### src/rtl/iam_pkg.sv
// shared constants and types of the interrupt auto-mask and cause block
package iam_pkg;
   // bus geometry
   localparam int          ADDR_W         = 16;
   localparam int          SCR_W          = 11;
   // register byte offsets
   localparam logic [15:0] OFF_SCR        = 16'h1500; // secondary cause, read/write-one clear
   localparam logic [15:0] OFF_LMASK_SET  = 16'h1508; // legacy mask set / read
   localparam logic [15:0] OFF_LMASK_CLR  = 16'h150C; // legacy mask clear
   localparam logic [15:0] OFF_MISSED     = 16'h1510; // missed packet counter
   localparam logic [15:0] OFF_CFG        = 16'h1514; // general configuration
   localparam logic [15:0] OFF_CAUSE_SET  = 16'h1520; // extended cause set
   localparam logic [15:0] OFF_MASK_SET   = 16'h1524; // extended mask set / read
   localparam logic [15:0] OFF_MASK_CLR   = 16'h1528; // extended mask clear
   localparam logic [15:0] OFF_AUTO_MASK  = 16'h1530; // auto-mask enable
   localparam logic [15:0] OFF_EXT_CAUSE  = 16'h1580; // extended cause, read/write-one clear
   // configuration fields
   localparam int          CFG_MULTI_VEC  = 0;
   localparam int          CFG_GLOBAL_AM  = 1;
   localparam int          CFG_MSI_SINGLE = 2;
   localparam int          CFG_COR_DIS    = 3;
   localparam int          CFG_SOFT_RST   = 4;
   // extended cause fields
   localparam int          EXT_TIMER      = 30;
   localparam int          EXT_OTHER      = 31;
   localparam logic [31:0] EXT_MASK_NMV   = 32'hC000000F; // queues 3:0, timer, other
   localparam logic [31:0] EXT_MASK_MV    = 32'h0000001F; // vectors 4:0
   // secondary cause fields
   localparam int          SC_TX_WB       = 0;
   localparam int          SC_LINK        = 2;
   localparam int          SC_RX_LOW      = 4;
   localparam int          SC_RX_MISS     = 6;
   localparam int          SC_RX_WB       = 7;
   localparam int          SC_PHY         = 10;
   // values after reset
   localparam logic [31:0] MASK_RST       = 32'h80000000;
   localparam logic [31:0] AUTO_MASK_RST  = 32'h00000000;
   localparam logic [4:0]  CFG_RST        = 5'h00;
   // axi response codes
   localparam logic [1:0]  RESP_OKAY      = 2'h0;
   localparam logic [1:0]  RESP_SLVERR    = 2'h2;

   // hardware events, all one-cycle pulses on the system clock
   typedef struct packed {
      logic       tx_writeback;
      logic       rx_writeback;
      logic       rx_low_desc;
      logic       rx_overflow;
      logic       phy_irq;
      logic       tcp_timer;
      logic [4:0] queue;
      logic       msg_sent;
   } iam_event_t;

   // decoded register write, data already qualified by byte strobes
   typedef struct packed {
      logic [ADDR_W-1:0] addr;
      logic [31:0]       data;
      logic [31:0]       bmask;
   } iam_wreq_t;
endpackage : iam_pkg

### src/rtl/iam_link_sync.sv
// link indication synchroniser and change detector
module iam_link_sync
   import iam_pkg::*;
(
   // clock and reset
   input  wire logic i_sys_clk,
   input  wire logic i_reset,
   // asynchronous link level from the phy
   input  wire logic i_link_up,
   // one-cycle pulse on every link change
   output logic      o_change
);
   logic meta_q;
   logic sync_q;
   logic last_q;

   // two flops; the first is read only by the second
   always_ff @(posedge i_sys_clk) begin
      if (i_reset) begin
         meta_q <= 1'b0;
         sync_q <= 1'b0;
      end else begin
         meta_q <= i_link_up;
         sync_q <= meta_q;
      end
   end

   always_ff @(posedge i_sys_clk) begin
      if (i_reset) begin
         last_q   <= 1'b0;
         o_change <= 1'b0;
      end else begin
         last_q   <= sync_q;
         o_change <= sync_q ^ last_q;
      end
   end
endmodule : iam_link_sync

### src/rtl/iam_axil_slave.sv
// axi4-lite slave front end, one write and one read at a time
module iam_axil_slave
   import iam_pkg::*;
(
   // clock and reset
   input  wire logic              i_sys_clk,
   input  wire logic              i_reset,
   // write address and data
   input  wire logic [ADDR_W-1:0] i_awaddr,
   input  wire logic              i_awvalid,
   output logic                   o_awready,
   input  wire logic [31:0]       i_wdata,
   input  wire logic [3:0]        i_wstrb,
   input  wire logic              i_wvalid,
   output logic                   o_wready,
   // write response
   output logic                   o_bvalid,
   output logic [1:0]             o_bresp,
   input  wire logic              i_bready,
   // read address and data
   input  wire logic [ADDR_W-1:0] i_araddr,
   input  wire logic              i_arvalid,
   output logic                   o_arready,
   output logic                   o_rvalid,
   output logic [31:0]            o_rdata,
   output logic [1:0]             o_rresp,
   input  wire logic              i_rready,
   // register side
   output logic                   o_wr_go,
   output iam_wreq_t              o_wreq,
   input  wire logic              i_wr_hit,
   output logic                   o_rd_go,
   output logic [ADDR_W-1:0]      o_rd_addr,
   input  wire logic [31:0]       i_rd_data,
   input  wire logic              i_rd_hit
);
   logic [ADDR_W-1:0] awaddr_q;
   logic [31:0]       wdata_q;
   logic [3:0]        wstrb_q;

   // write fires once both halves are held and no response is pending
   assign o_wr_go   = ~o_awready & ~o_wready & ~o_bvalid;
   assign o_rd_go   = i_arvalid & o_arready;
   assign o_rd_addr = i_araddr;

   always_comb begin
      o_wreq.addr  = awaddr_q;
      o_wreq.bmask = {{8{wstrb_q[3]}}, {8{wstrb_q[2]}}, {8{wstrb_q[1]}}, {8{wstrb_q[0]}}};
      o_wreq.data  = wdata_q & o_wreq.bmask;
   end

   // write channels, taken in either order
   always_ff @(posedge i_sys_clk) begin
      if (i_reset) begin
         o_awready <= 1'b1;
         o_wready  <= 1'b1;
         o_bvalid  <= 1'b0;
         o_bresp   <= RESP_OKAY;
         awaddr_q  <= '0;
         wdata_q   <= '0;
         wstrb_q   <= '0;
      end else begin
         if (i_awvalid && o_awready) begin
            o_awready <= 1'b0;
            awaddr_q  <= i_awaddr;
         end
         if (i_wvalid && o_wready) begin
            o_wready <= 1'b0;
            wdata_q  <= i_wdata;
            wstrb_q  <= i_wstrb;
         end
         if (o_wr_go) begin
            o_bvalid <= 1'b1;
            o_bresp  <= i_wr_hit ? RESP_OKAY : RESP_SLVERR;
         end
         if (o_bvalid && i_bready) begin
            o_bvalid  <= 1'b0;
            o_awready <= 1'b1;
            o_wready  <= 1'b1;
         end
      end
   end

   // read channel; data captured at the address handshake
   always_ff @(posedge i_sys_clk) begin
      if (i_reset) begin
         o_arready <= 1'b1;
         o_rvalid  <= 1'b0;
         o_rdata   <= '0;
         o_rresp   <= RESP_OKAY;
      end else if (o_rd_go) begin
         o_arready <= 1'b0;
         o_rvalid  <= 1'b1;
         o_rdata   <= i_rd_data;
         o_rresp   <= i_rd_hit ? RESP_OKAY : RESP_SLVERR;
      end else if (o_rvalid && i_rready) begin
         o_rvalid  <= 1'b0;
         o_arready <= 1'b1;
      end
   end
endmodule : iam_axil_slave

### src/rtl/iam_top.sv
// interrupt auto-mask, extended cause and secondary cause logic
module iam_top
   import iam_pkg::*;
(
   // clock and reset
   input  wire logic              i_sys_clk,
   input  wire logic              i_reset,
   // axi4-lite write address and data
   input  wire logic [ADDR_W-1:0] i_awaddr,
   input  wire logic              i_awvalid,
   output logic                   o_awready,
   input  wire logic [31:0]       i_wdata,
   input  wire logic [3:0]        i_wstrb,
   input  wire logic              i_wvalid,
   output logic                   o_wready,
   // axi4-lite write response
   output logic                   o_bvalid,
   output logic [1:0]             o_bresp,
   input  wire logic              i_bready,
   // axi4-lite read
   input  wire logic [ADDR_W-1:0] i_araddr,
   input  wire logic              i_arvalid,
   output logic                   o_arready,
   output logic                   o_rvalid,
   output logic [31:0]            o_rdata,
   output logic [1:0]             o_rresp,
   input  wire logic              i_rready,
   // device events and phy link level
   input  iam_event_t             i_event,
   input  wire logic              i_link_up,
   // interrupt request towards the message engine
   output logic                   o_irq
);
   // bus side
   logic              wr_go;
   iam_wreq_t         wreq;
   logic              wr_hit;
   logic              rd_go;
   logic [ADDR_W-1:0] rd_addr;
   logic [31:0]       rd_data;
   logic              rd_hit;
   // state
   logic [30:0]       ext_cause_q;
   logic [30:0]       ext_cause_d;
   logic [31:0]       mask_q;
   logic [31:0]       mask_d;
   logic [31:0]       auto_mask_q;
   logic [SCR_W-1:0]  scr_q;
   logic [SCR_W-1:0]  lmask_q;
   logic [31:0]       missed_q;
   logic [4:0]        cfg_q;
   // derived
   logic              link_change;
   logic              multi_vec;
   logic              soft_rst;
   logic [31:0]       ext_valid;
   logic [31:0]       ext_view;
   logic [31:0]       ext_set;
   logic [31:0]       ext_clr;
   logic [31:0]       wd;
   logic [SCR_W-1:0]  scr_event;
   logic [SCR_W-1:0]  scr_clr;
   logic              other_cause;

   // bus slave front end
   iam_axil_slave u_bus (
      .i_sys_clk (i_sys_clk),
      .i_reset   (i_reset),
      .i_awaddr  (i_awaddr),
      .i_awvalid (i_awvalid),
      .o_awready (o_awready),
      .i_wdata   (i_wdata),
      .i_wstrb   (i_wstrb),
      .i_wvalid  (i_wvalid),
      .o_wready  (o_wready),
      .o_bvalid  (o_bvalid),
      .o_bresp   (o_bresp),
      .i_bready  (i_bready),
      .i_araddr  (i_araddr),
      .i_arvalid (i_arvalid),
      .o_arready (o_arready),
      .o_rvalid  (o_rvalid),
      .o_rdata   (o_rdata),
      .o_rresp   (o_rresp),
      .i_rready  (i_rready),
      .o_wr_go   (wr_go),
      .o_wreq    (wreq),
      .i_wr_hit  (wr_hit),
      .o_rd_go   (rd_go),
      .o_rd_addr (rd_addr),
      .i_rd_data (rd_data),
      .i_rd_hit  (rd_hit)
   );

   // link level arrives from another domain, so it is synchronised there
   iam_link_sync u_link (
      .i_sys_clk (i_sys_clk),
      .i_reset   (i_reset),
      .i_link_up (i_link_up),
      .o_change  (link_change)
   );

   // write strobes per register
   logic w_scr, w_lset, w_lclr, w_cfg, w_cset, w_mset, w_mclr, w_am, w_ecr;
   logic r_scr, r_ecr;

   assign wd     = wreq.data;
   assign w_scr  = wr_go && (wreq.addr == OFF_SCR);
   assign w_lset = wr_go && (wreq.addr == OFF_LMASK_SET);
   assign w_lclr = wr_go && (wreq.addr == OFF_LMASK_CLR);
   assign w_cfg  = wr_go && (wreq.addr == OFF_CFG);
   assign w_cset = wr_go && (wreq.addr == OFF_CAUSE_SET);
   assign w_mset = wr_go && (wreq.addr == OFF_MASK_SET);
   assign w_mclr = wr_go && (wreq.addr == OFF_MASK_CLR);
   assign w_am   = wr_go && (wreq.addr == OFF_AUTO_MASK);
   assign w_ecr  = wr_go && (wreq.addr == OFF_EXT_CAUSE);
   assign r_scr  = rd_go && (rd_addr == OFF_SCR);
   assign r_ecr  = rd_go && (rd_addr == OFF_EXT_CAUSE);

   // the missed counter is read-only, so a write there is refused
   always_comb begin
      case (wreq.addr)
         OFF_SCR, OFF_LMASK_SET, OFF_LMASK_CLR, OFF_CFG, OFF_CAUSE_SET,
         OFF_MASK_SET, OFF_MASK_CLR, OFF_AUTO_MASK, OFF_EXT_CAUSE: wr_hit = 1'b1;
         default:                                                 wr_hit = 1'b0;
      endcase
   end

   // mode decode; soft reset is a self-clearing pulse
   assign multi_vec = cfg_q[CFG_MULTI_VEC];
   assign soft_rst  = w_cfg && wd[CFG_SOFT_RST];

   assign ext_valid = multi_vec ? EXT_MASK_MV : EXT_MASK_NMV;

   // falls with the last unmasked cause
   assign other_cause = ~multi_vec & (|(scr_q & lmask_q));
   assign ext_view    = {other_cause, ext_cause_q} & ext_valid;

   // hardware cause sources move with the mode's layout
   always_comb begin
      ext_set = '0;
      if (multi_vec) begin
         ext_set[4:0] = i_event.queue;
      end else begin
         ext_set[3:0]      = i_event.queue[3:0];
         ext_set[EXT_TIMER] = i_event.tcp_timer;
      end
      if (w_cset) begin
         ext_set = ext_set | (wd & ext_valid);
      end
   end

   // read-to-clear and write-one-to-clear of the extended cause
   always_comb begin
      ext_clr = '0;
      if (r_ecr) begin
         ext_clr = ext_view;
      end
      if (w_ecr) begin
         ext_clr = ext_clr | (wd & ext_valid);
      end
   end

   // set wins over a clear in the same cycle
   assign ext_cause_d = ((ext_cause_q & ~ext_clr[30:0]) | ext_set[30:0]) & ext_valid[30:0];

   // extended cause store; the other bit is never stored, only derived
   always_ff @(posedge i_sys_clk) begin
      if (i_reset || soft_rst) begin
         ext_cause_q <= '0;
      end else begin
         ext_cause_q <= ext_cause_d;
      end
   end

   // extended mask next value, clears first and software sets last
   always_comb begin
      mask_d = mask_q;
      if (i_event.msg_sent && !multi_vec && cfg_q[CFG_MSI_SINGLE] && (|auto_mask_q)) begin
         mask_d = '0;
      end else if (i_event.msg_sent && multi_vec && cfg_q[CFG_GLOBAL_AM]) begin
         mask_d = mask_d & ~auto_mask_q;
      end
      mask_d = mask_d & ~(auto_mask_q & ext_clr);
      if (w_mclr) begin
         mask_d = mask_d & ~wd;
      end
      if (w_mset) begin
         mask_d = mask_d | wd;
      end
      if (w_cset) begin
         mask_d = mask_d | (wd & auto_mask_q);
      end
      mask_d = mask_d & ext_valid;
   end

   // mask survives soft reset, only the hard reset restores it
   always_ff @(posedge i_sys_clk) begin
      if (i_reset) begin
         mask_q <= MASK_RST;
      end else begin
         mask_q <= mask_d;
      end
   end

   always_ff @(posedge i_sys_clk) begin
      if (i_reset) begin
         auto_mask_q <= AUTO_MASK_RST;
      end else if (w_am) begin
         auto_mask_q <= ((auto_mask_q & ~wreq.bmask) | wd) & ext_valid;
      end
   end

   // secondary cause sources in their bit positions
   always_comb begin
      scr_event = '0;
      scr_event[SC_TX_WB]   = i_event.tx_writeback;
      scr_event[SC_LINK]    = link_change;
      scr_event[SC_RX_LOW]  = i_event.rx_low_desc;
      scr_event[SC_RX_MISS] = i_event.rx_overflow;
      scr_event[SC_RX_WB]   = i_event.rx_writeback;
      scr_event[SC_PHY]     = i_event.phy_irq;
   end

   assign scr_clr = ({SCR_W{r_scr & ~cfg_q[CFG_COR_DIS]}}) | ({SCR_W{w_scr}} & wd[SCR_W-1:0]);

   generate
      for (genvar b = 0; b < SCR_W; b++) begin : g_scr
         always_ff @(posedge i_sys_clk) begin
            if (i_reset || soft_rst) begin
               scr_q[b] <= 1'b0;
            end else if (scr_event[b]) begin
               scr_q[b] <= 1'b1;
            end else if (scr_clr[b]) begin
               scr_q[b] <= 1'b0;
            end
         end
      end
   endgenerate

   // legacy mask of the secondary causes; link change starts masked
   always_ff @(posedge i_sys_clk) begin
      if (i_reset || soft_rst) begin
         lmask_q <= '0;
      end else if (w_lset) begin
         lmask_q <= lmask_q | wd[SCR_W-1:0];
      end else if (w_lclr) begin
         lmask_q <= lmask_q & ~wd[SCR_W-1:0];
      end
   end

   always_ff @(posedge i_sys_clk) begin
      if (i_reset || soft_rst) begin
         missed_q <= '0;
      end else if (i_event.rx_overflow) begin
         missed_q <= missed_q + 32'h00000001;
      end
   end

   // configuration; the soft reset bit never stores
   always_ff @(posedge i_sys_clk) begin
      if (i_reset || soft_rst) begin
         cfg_q <= CFG_RST;
      end else if (w_cfg) begin
         cfg_q <= ((cfg_q & ~wreq.bmask[4:0]) | wd[4:0]) & ~(5'h01 << CFG_SOFT_RST);
      end
   end

   always_ff @(posedge i_sys_clk) begin
      if (i_reset) begin
         o_irq <= 1'b0;
      end else begin
         o_irq <= |(ext_view & mask_q);
      end
   end

   // read multiplexer; clear-type registers return their value before clearing
   always_comb begin
      rd_data = '0;
      rd_hit  = 1'b1;
      case (rd_addr)
         OFF_SCR:       rd_data[SCR_W-1:0] = scr_q;
         OFF_LMASK_SET: rd_data[SCR_W-1:0] = lmask_q;
         OFF_MISSED:    rd_data = missed_q;
         OFF_CFG:       rd_data[4:0] = cfg_q;
         OFF_MASK_SET:  rd_data = mask_q;
         OFF_AUTO_MASK: rd_data = auto_mask_q & ext_valid;
         OFF_EXT_CAUSE: rd_data = ext_view;
         // write-only registers read as zero
         OFF_LMASK_CLR, OFF_CAUSE_SET, OFF_MASK_CLR: rd_data = '0;
         default:       rd_hit = 1'b0;
      endcase
   end
endmodule : iam_top

### config.mk
export PLATFORM = sky130hd
export DESIGN_NAME = iam_top
export DESIGN_NICKNAME = d
export VERILOG_FILES = /design/src/rtl/iam_pkg.sv /design/src/rtl/iam_link_sync.sv /design/src/rtl/iam_axil_slave.sv /design/src/rtl/iam_top.sv
export SDC_FILE = /design/constraint.sdc
export NUM_CORES = 1
export LEC_CHECK = 0
export BUFFER_PORTS_ARGS = -buffer_cell sky130_fd_sc_hd__buf_2
export CAP_MARGIN = 20
export CORE_MARGIN = 3
export CORE_UTILIZATION = 45
export CTS_BUF_LIST = sky130_fd_sc_hd__clkbuf_4 sky130_fd_sc_hd__clkbuf_8 sky130_fd_sc_hd__clkbuf_16
export DETAILED_ROUTE_END_ITERATION = 10
export PLACE_DENSITY_LB_ADDON = 0.08
export SYNTH_ARGS = -nofsm -noshare
export SYNTH_HDL_FRONTEND = slang
export SYNTH_SLANG_ARGS = --single-unit
### constraint.sdc
create_clock -name i_sys_clk -period 2.1 [get_ports i_sys_clk]
set_input_delay 0.21 -clock i_sys_clk [delete_from_list [all_inputs] [get_ports i_sys_clk]]
set_output_delay 0.21 -clock i_sys_clk [all_outputs]
set_load 0.05 [all_outputs]
Yosys cells after proc, flatten, opt, wreduce, memory -nomap -nowiden
Index checks and enable logic that the tools add are counted.

Memories: 0. Memory bits (read-only): 0. Output and inout bits: 42. Bits in latches: 0. Bits in registers: 246. Word-level logic and storage cells: 167. RAM bits: 0. Bits of input ports: 88.

Shift operators: 0. Bitwise operators: 46. Eq/ne operators: 19. Multipliers: 0. Div/mod/pow operators: 0. Reduce and logical (&&, ||, !) cells: 37. Order comparisons: 0. Multiplexer cells: 36. Add/subtract/negate cells: 1.

Operator list (number): $and 32x32->32 (13); $eq 16x13->1 const B (19); $mux 32 (8); $not 32->32 (4); $or 32x32->32 (4); $pmux 21 s4 (1); $reduce_or 32->1 (2); $and 31x31->31 (2); $or 31x31->31 (2); $pmux 6 s6 (1); $pmux 5 s7 (1); $and 11x11->11 (3); $add 32x1->32 const B (1); $mux 31 (1); $not 31->31 (1); $mux 11 (2); $or 11x11->11 (2); $logic_and 1x1->1 (21); $mux 1 (20); $reduce_bool 2->1 (8); $not 11->11 (1); $reduce_or 11->1 (1); $reduce_or 10->1 (1); $reduce_or 9->1 (1); 10 further kinds (19).

Logic depth before layout (Yosys ltp)
Word-level depth: 17. Depth in mapped cells: 8. Mapped depth without buffers: 7.

By module
A second synthesis with hierarchy kept.

Cell total of the unflattened synthesis: 1058. Area, all modules: 8894.8 um^2.

By module, submodules not included: iam_axil_slave (instances 1, area each 4391.7 um^2, sequential area each 1821.7 um^2, cells each 490); iam_top (instances 1, area each 4391.7 um^2, sequential area each 1481.4 um^2, cells each 559); iam_link_sync (instances 1, area each 111.4 um^2, sequential area each 80.1 um^2, cells each 9).

Worst setup path after synthesis
Ideal clock, no wire load.

Path type: register to register. Start point: reg u_bus.o_awready. End point: reg mask_q[31]. Data arrival time: 2.113 ns. Stages on the path, launching flop included: 8. Buffers on the path: 1. Required time: 1.978 ns. Setup slack: -0.135 ns. Setup time: 0.122 ns. Period minus slack after synthesis: 2.235 ns. Cell sequence: dfxtp_1 > nor3_4 > nand3_4 > or4_1 > buf_2 > o21ai_2 > nand3_1 > a221o_1.

Cells in the longest elaborated chain, start to end: 15. Elaborated cells between the ends (all ways): 18. Classes of those cells: 4 x mux; 10 x bitwise; 4 x reduce/logical.

Ends and longest elaborated chain: from (decl) (RTL line iam_axil_slave.sv:11) `output logic o_awready,`; from (signal assigned) (RTL line iam_axil_slave.sv:55) `o_awready <= 1'b1;`; from (signal assigned) (RTL line iam_axil_slave.sv:64) `o_awready <= 1'b0;`; from (signal assigned) (RTL line iam_axil_slave.sv:78) `o_awready <= 1'b1;`; $not 1->1 * (RTL line iam_axil_slave.sv:42) `assign o_wr_go = ~o_awready & ~o_wready & ~o_bvalid;`; $and 1x1->1 * (2 in a row) (RTL line iam_axil_slave.sv:42); $logic_and 1x1->1 (RTL line iam_top.sv:116) `assign w_ecr = wr_go && (wreq.addr == OFF_EXT_CAUSE);`; $mux 32 (RTL line iam_top.sv:159) `if (w_ecr) begin`; $and 32x32->32 (RTL line iam_top.sv:184) `mask_d = mask_d & ~(auto_mask_q & ext_clr);`; $not 32->32 (RTL line iam_top.sv:184); $and 32x32->32 (RTL line iam_top.sv:184); $and 32x32->32 (RTL line iam_top.sv:186) `mask_d = mask_d & ~wd;`; $mux 32 (RTL line iam_top.sv:185) `if (w_mclr) begin`; $or 32x32->32 (RTL line iam_top.sv:189) `mask_d = mask_d | wd;`; $mux 32 (RTL line iam_top.sv:188) `if (w_mset) begin`; $or 32x32->32 (RTL line iam_top.sv:192) `mask_d = mask_d | (wd & auto_mask_q);`; $mux 32 * (RTL line iam_top.sv:191) `if (w_cset) begin`; $and 32x32->32 * (RTL line iam_top.sv:194) `mask_d = mask_d & ext_valid;`; to (signal assigned) (RTL line iam_top.sv:202) `mask_q <= mask_d;`; to (decl) (RTL line iam_top.sv:45) `logic [31:0] mask_q;`.

Every way passes the cells marked *; elsewhere a longest branch is shown, timed or not. A chain may end at the register's enable or synchronous reset.

Worst setup path after layout
Start point: reg u_bus.awaddr_q[14]. End point: reg mask_q[1].

Cells in the longest elaborated chain, start to end: 13. Elaborated cells between the ends (all ways): 19. Classes of those cells: 4 x eq/ne; 4 x mux; 7 x bitwise; 4 x reduce/logical.

Ends and longest elaborated chain: from (decl) (RTL line iam_axil_slave.sv:37) `logic [ADDR_W-1:0] awaddr_q;`; from (signal assigned) (RTL line iam_axil_slave.sv:65) `awaddr_q <= i_awaddr;`; $eq 16x13->1 (RTL line iam_top.sv:116); $logic_and 1x1->1 (RTL line iam_top.sv:116); $mux 32 (RTL line iam_top.sv:159); $and 32x32->32 (RTL line iam_top.sv:184); $not 32->32 (RTL line iam_top.sv:184); $and 32x32->32 (RTL line iam_top.sv:184); $and 32x32->32 (RTL line iam_top.sv:186); $mux 32 (RTL line iam_top.sv:185); $or 32x32->32 (RTL line iam_top.sv:189); $mux 32 (RTL line iam_top.sv:188); $or 32x32->32 (RTL line iam_top.sv:192); $mux 32 * (RTL line iam_top.sv:191); $and 32x32->32 * (RTL line iam_top.sv:194).

Marks and branches as above.

==> flow_summary.yaml <==
final_layout:
  final_core_util_pct: 58.1
  nets: 1038
  drive_gt1_share_pct: 20.9
  multi_input_area_um2: 3510
  diodes: 0
  fillers: 1278
  syn2layout_area_growth_pct: 23.0
  design_area_um2: 8250
  regArea_um2: 2990
power:
  swShare_pct: 24.4
  p_total_w: 0.00656
  p_per_area_nw_per_um2: 796
  vdd_drop_max_uv: 620
  clockPowerShare_pct: 46.7
  p_leak_nw: 3.09
  combPwrFrac_pct: 7.8
  seq_power_share_pct: 45.5
  p_sw_w: 0.00160
  p_int_w: 0.00496
critical_path:
  path_max_fanout: 6
  crit_type: "register to register"
  worstSetupEndpointType: "register"
  worstSetupStartpointType: "register"
  r2r-end: "mask_q[1]"
  reg2reg_from: "u_bus.awaddr_q[14]"
  r2r_slack_ns: 0.12
  cp.required_ns: 2.38
  reg2regPathDepth: 7
  arrival_ns: 2.26
routing:
  ant_nets: 0
  wl_um: 19400
  drt-pass1-iter-count: 6
  num_vias: 6446
  drtIter0Drc: 573
  drt-vias-per-instance: 5.65
  post_drt_wl_per_cell_um: 17.0
  drc: 0
floorplanning:
  die_area_um2: 16400
  die_h_um: 128
  start_util_pct: 47.2
  die_w_um: 128
  ios: 130
  core_area_um2: 14200
  rows: 43
logic_synthesis:
  ys_types: 58
  synth_flop_cell: "dfxtp_1"
  synth_cells: 833
  synth_edf_count: 0
  netlist_area_um2: 6700
  ys_seq_area_share_pct: 44.5
  ys_ff_latch: 149
  ys_warn_count: 0
  async_reset_ff_share_pct: 0
  syn_avg_cell_area_um2: 8.05
timing:
  period_needed_ns: 1.98
  tightestPinTransition_ns: 0.618
  setup_viol: 0
  rsz0062_at_grt: "no"
  worst_clock_skew_ns: 0.00846
  maxSlewHeadroom_pct: 58.8
  fmax_ghz: 0.504
  fin_ws_ns: 0.115
  hold_violations: 0
  post-route-period-util_pct: 94.5
  drv_slew: 0
  setup_tns_ns: 0
global_route:
  grt_max_degree: 60
  grt_util_all_layers_pct: 23.6
  grt_overflow_total: 0
  grt_pass1_vias: 5989
  grt_pass1_wl_um: 31100
  grt_antenna_before_repair: 0
placement:
  portBuffers: 107
  place_congestion: 0.864
  dp_hpwl_um: 14200
  pre_cts_ws_ns: -0.0419
  placed_cell_area_um2: 7590
clock_tree:
  clock_tree.root_cell: "clkbuf_16"
  cts.clk_slew.worst_paths_ns: 0.06
  cts_inserted_buffers: 17
  htreeDepth: 4
  cts_tree: "done"
  clock_path_buffers: 2
  cts_num_sinks: 149
  clock_latency_ns: 0.42
  post_cts_buffers: 0
min_path:
  hold-path-endpoint: "u_bus.awaddr_q[15]"
  hold_class: "input port to register"
  holdPathStages: 3
  holdCritStartpoint: "i_awaddr[15]"
job:
  cap_violations: 0
status:
  status: "finished clean"
## final cells by class
cell class / count / share of cell area, %
sequential: 149 / 36.2
multi-input combinational: 621 / 42.5
timing repair buffer: 147 / 10.7
clock inverter: 12 / 1.88
clock buffer: 18 / 5.32
tap: 180 / 2.73
inverter: 13 / 0.592
## cell families (layout without fill, tap and decap cells)
family	count (synthesis)	count (layout)	share of synthesized area (%)
simple gates	388	388	28.8
compound gates	193	193	17.8
buf+inv	64	190	3.77
xor+xnor	32	32	4.18
mux	5	5	0.747
fa+ha+maj	1	1	0.187
other cells	1	2	0.0559
flops	149	149	44.5
## power groups by stage
stage | combinational (W) | sequential, W | clock, W
after detailed placement | 0.000503 | 0.00304 | 0
after global placement | 0.000492 | 0.00304 | 0
final | 0.000511 | 0.00299 | 0.00307
after global routing | 0.000561 | 0.00299 | 0.00321
after CTS | 0.000509 | 0.00298 | 0.00309
after floorplan | 0.000270 | 0.00308 | 0
## metrics by stage
step / cells / hold slack [ns]
after floorplan: 834 / 0.303
after global placement: 1107 / 0.410
after detailed placement: 1107 / 0.424
after CTS: 1140 / 0.0126
after global routing: 1140 / 0.0206
final: 1140 / 0.0253
## worst max-delay path, cell delays in order, from the launching register on
cell     delay (ns)
dfxtp_1        0.34
nor4b_4        0.36
nand3_4        0.14
or4_4          0.55
buf_4          0.18
nor2_1         0.11
a211o_1        0.11
o31ai_1        0.06
## what timing repair did
action                                  4_1_cts  5_1_grt
hold buffers                                  3        0
resized for setup                             0       10
endpoints found under the setup margin        0       12
hold endpoints to repair                      3        0
## Yosys cell counts, drive strengths merged, types with 2 or more instances
master,n,area share (%)
nor2b,4,0.37
nor4b,4,0.84
a211oi,4,0.45
o22ai,3,0.28
nand2,133,7.4
nand4,20,1.9
and4,3,0.39
dfxtp,149,44
or2,2,0.19
xor2,24,3.1
o21ai,28,2.1
mux2i,5,0.75
a22o,3,0.39
or4,6,0.67
clkbuf,41,2.3
and4bb,2,0.37
or3,13,1.2
o31ai,5,0.56
a221oi,8,1.0
a222oi,5,0.75
nor3,19,1.9
and3,11,1.0
and2,6,0.56
nand3b,4,0.45
nand2b,7,0.65
o21a,2,0.22
a31oi,15,1.4
a21oi,89,6.6
xnor2,8,1.0
a211o,5,0.65
o211ai,6,0.67
nor2,79,4.4
nand3,61,4.8
nor4,13,1.5
buf,10,0.75
a22oi,11,1.2
inv,13,0.73
a311oi,2,0.26
## cell usage in the layout (no fill, tap or decap), drive strengths merged, types with 14 or more instances in the layout
cell type / Yosys / routed
nor2: 79 / 79
inv: 13 / 14
nand4: 20 / 20
clkbuf: 41 / 18
a31oi: 15 / 15
o21ai: 28 / 28
buf: 10 / 144
nand2: 133 / 133
nor3: 19 / 19
dfxtp: 149 / 149
nand3: 61 / 61
a21oi: 89 / 89
xor2: 24 / 24
## routing by layer
metal  vias to the layer above  wire length (um)  GRT usage, %
met4                         0               270          6.43
met5                         -                 0             0
li1                       3199                 -             -
met2                       244              8540          35.9
met1                      2980              9330          34.2
met3                        23              1290          4.83
## worst max-delay path by stage
| stage | slack, ns | cells past startpoint | start | endpoint |
|---|---|---|---|---|
| 2_1_floorplan | 0.001 | 7 | u_bus.o_bvalid | mask_q[31] |
| 3_3_place_gp | 0.05 | 7 | i_araddr[13] | u_bus.o_rdata[10] |
| 3_5_place_dp | -0.04 | 7 | i_araddr[13] | u_bus.o_rdata[7] |
| 4_1_cts | 0.05 | 8 | u_bus.awaddr_q[0] | scr_q[10] |
| 5_1_grt | 0.0004 | 7 | u_bus.awaddr_q[14] | register |
| 6_report | 0.12 | 7 | u_bus.awaddr_q[14] | mask_q[1] |
(Power assumes the default switching activity.)
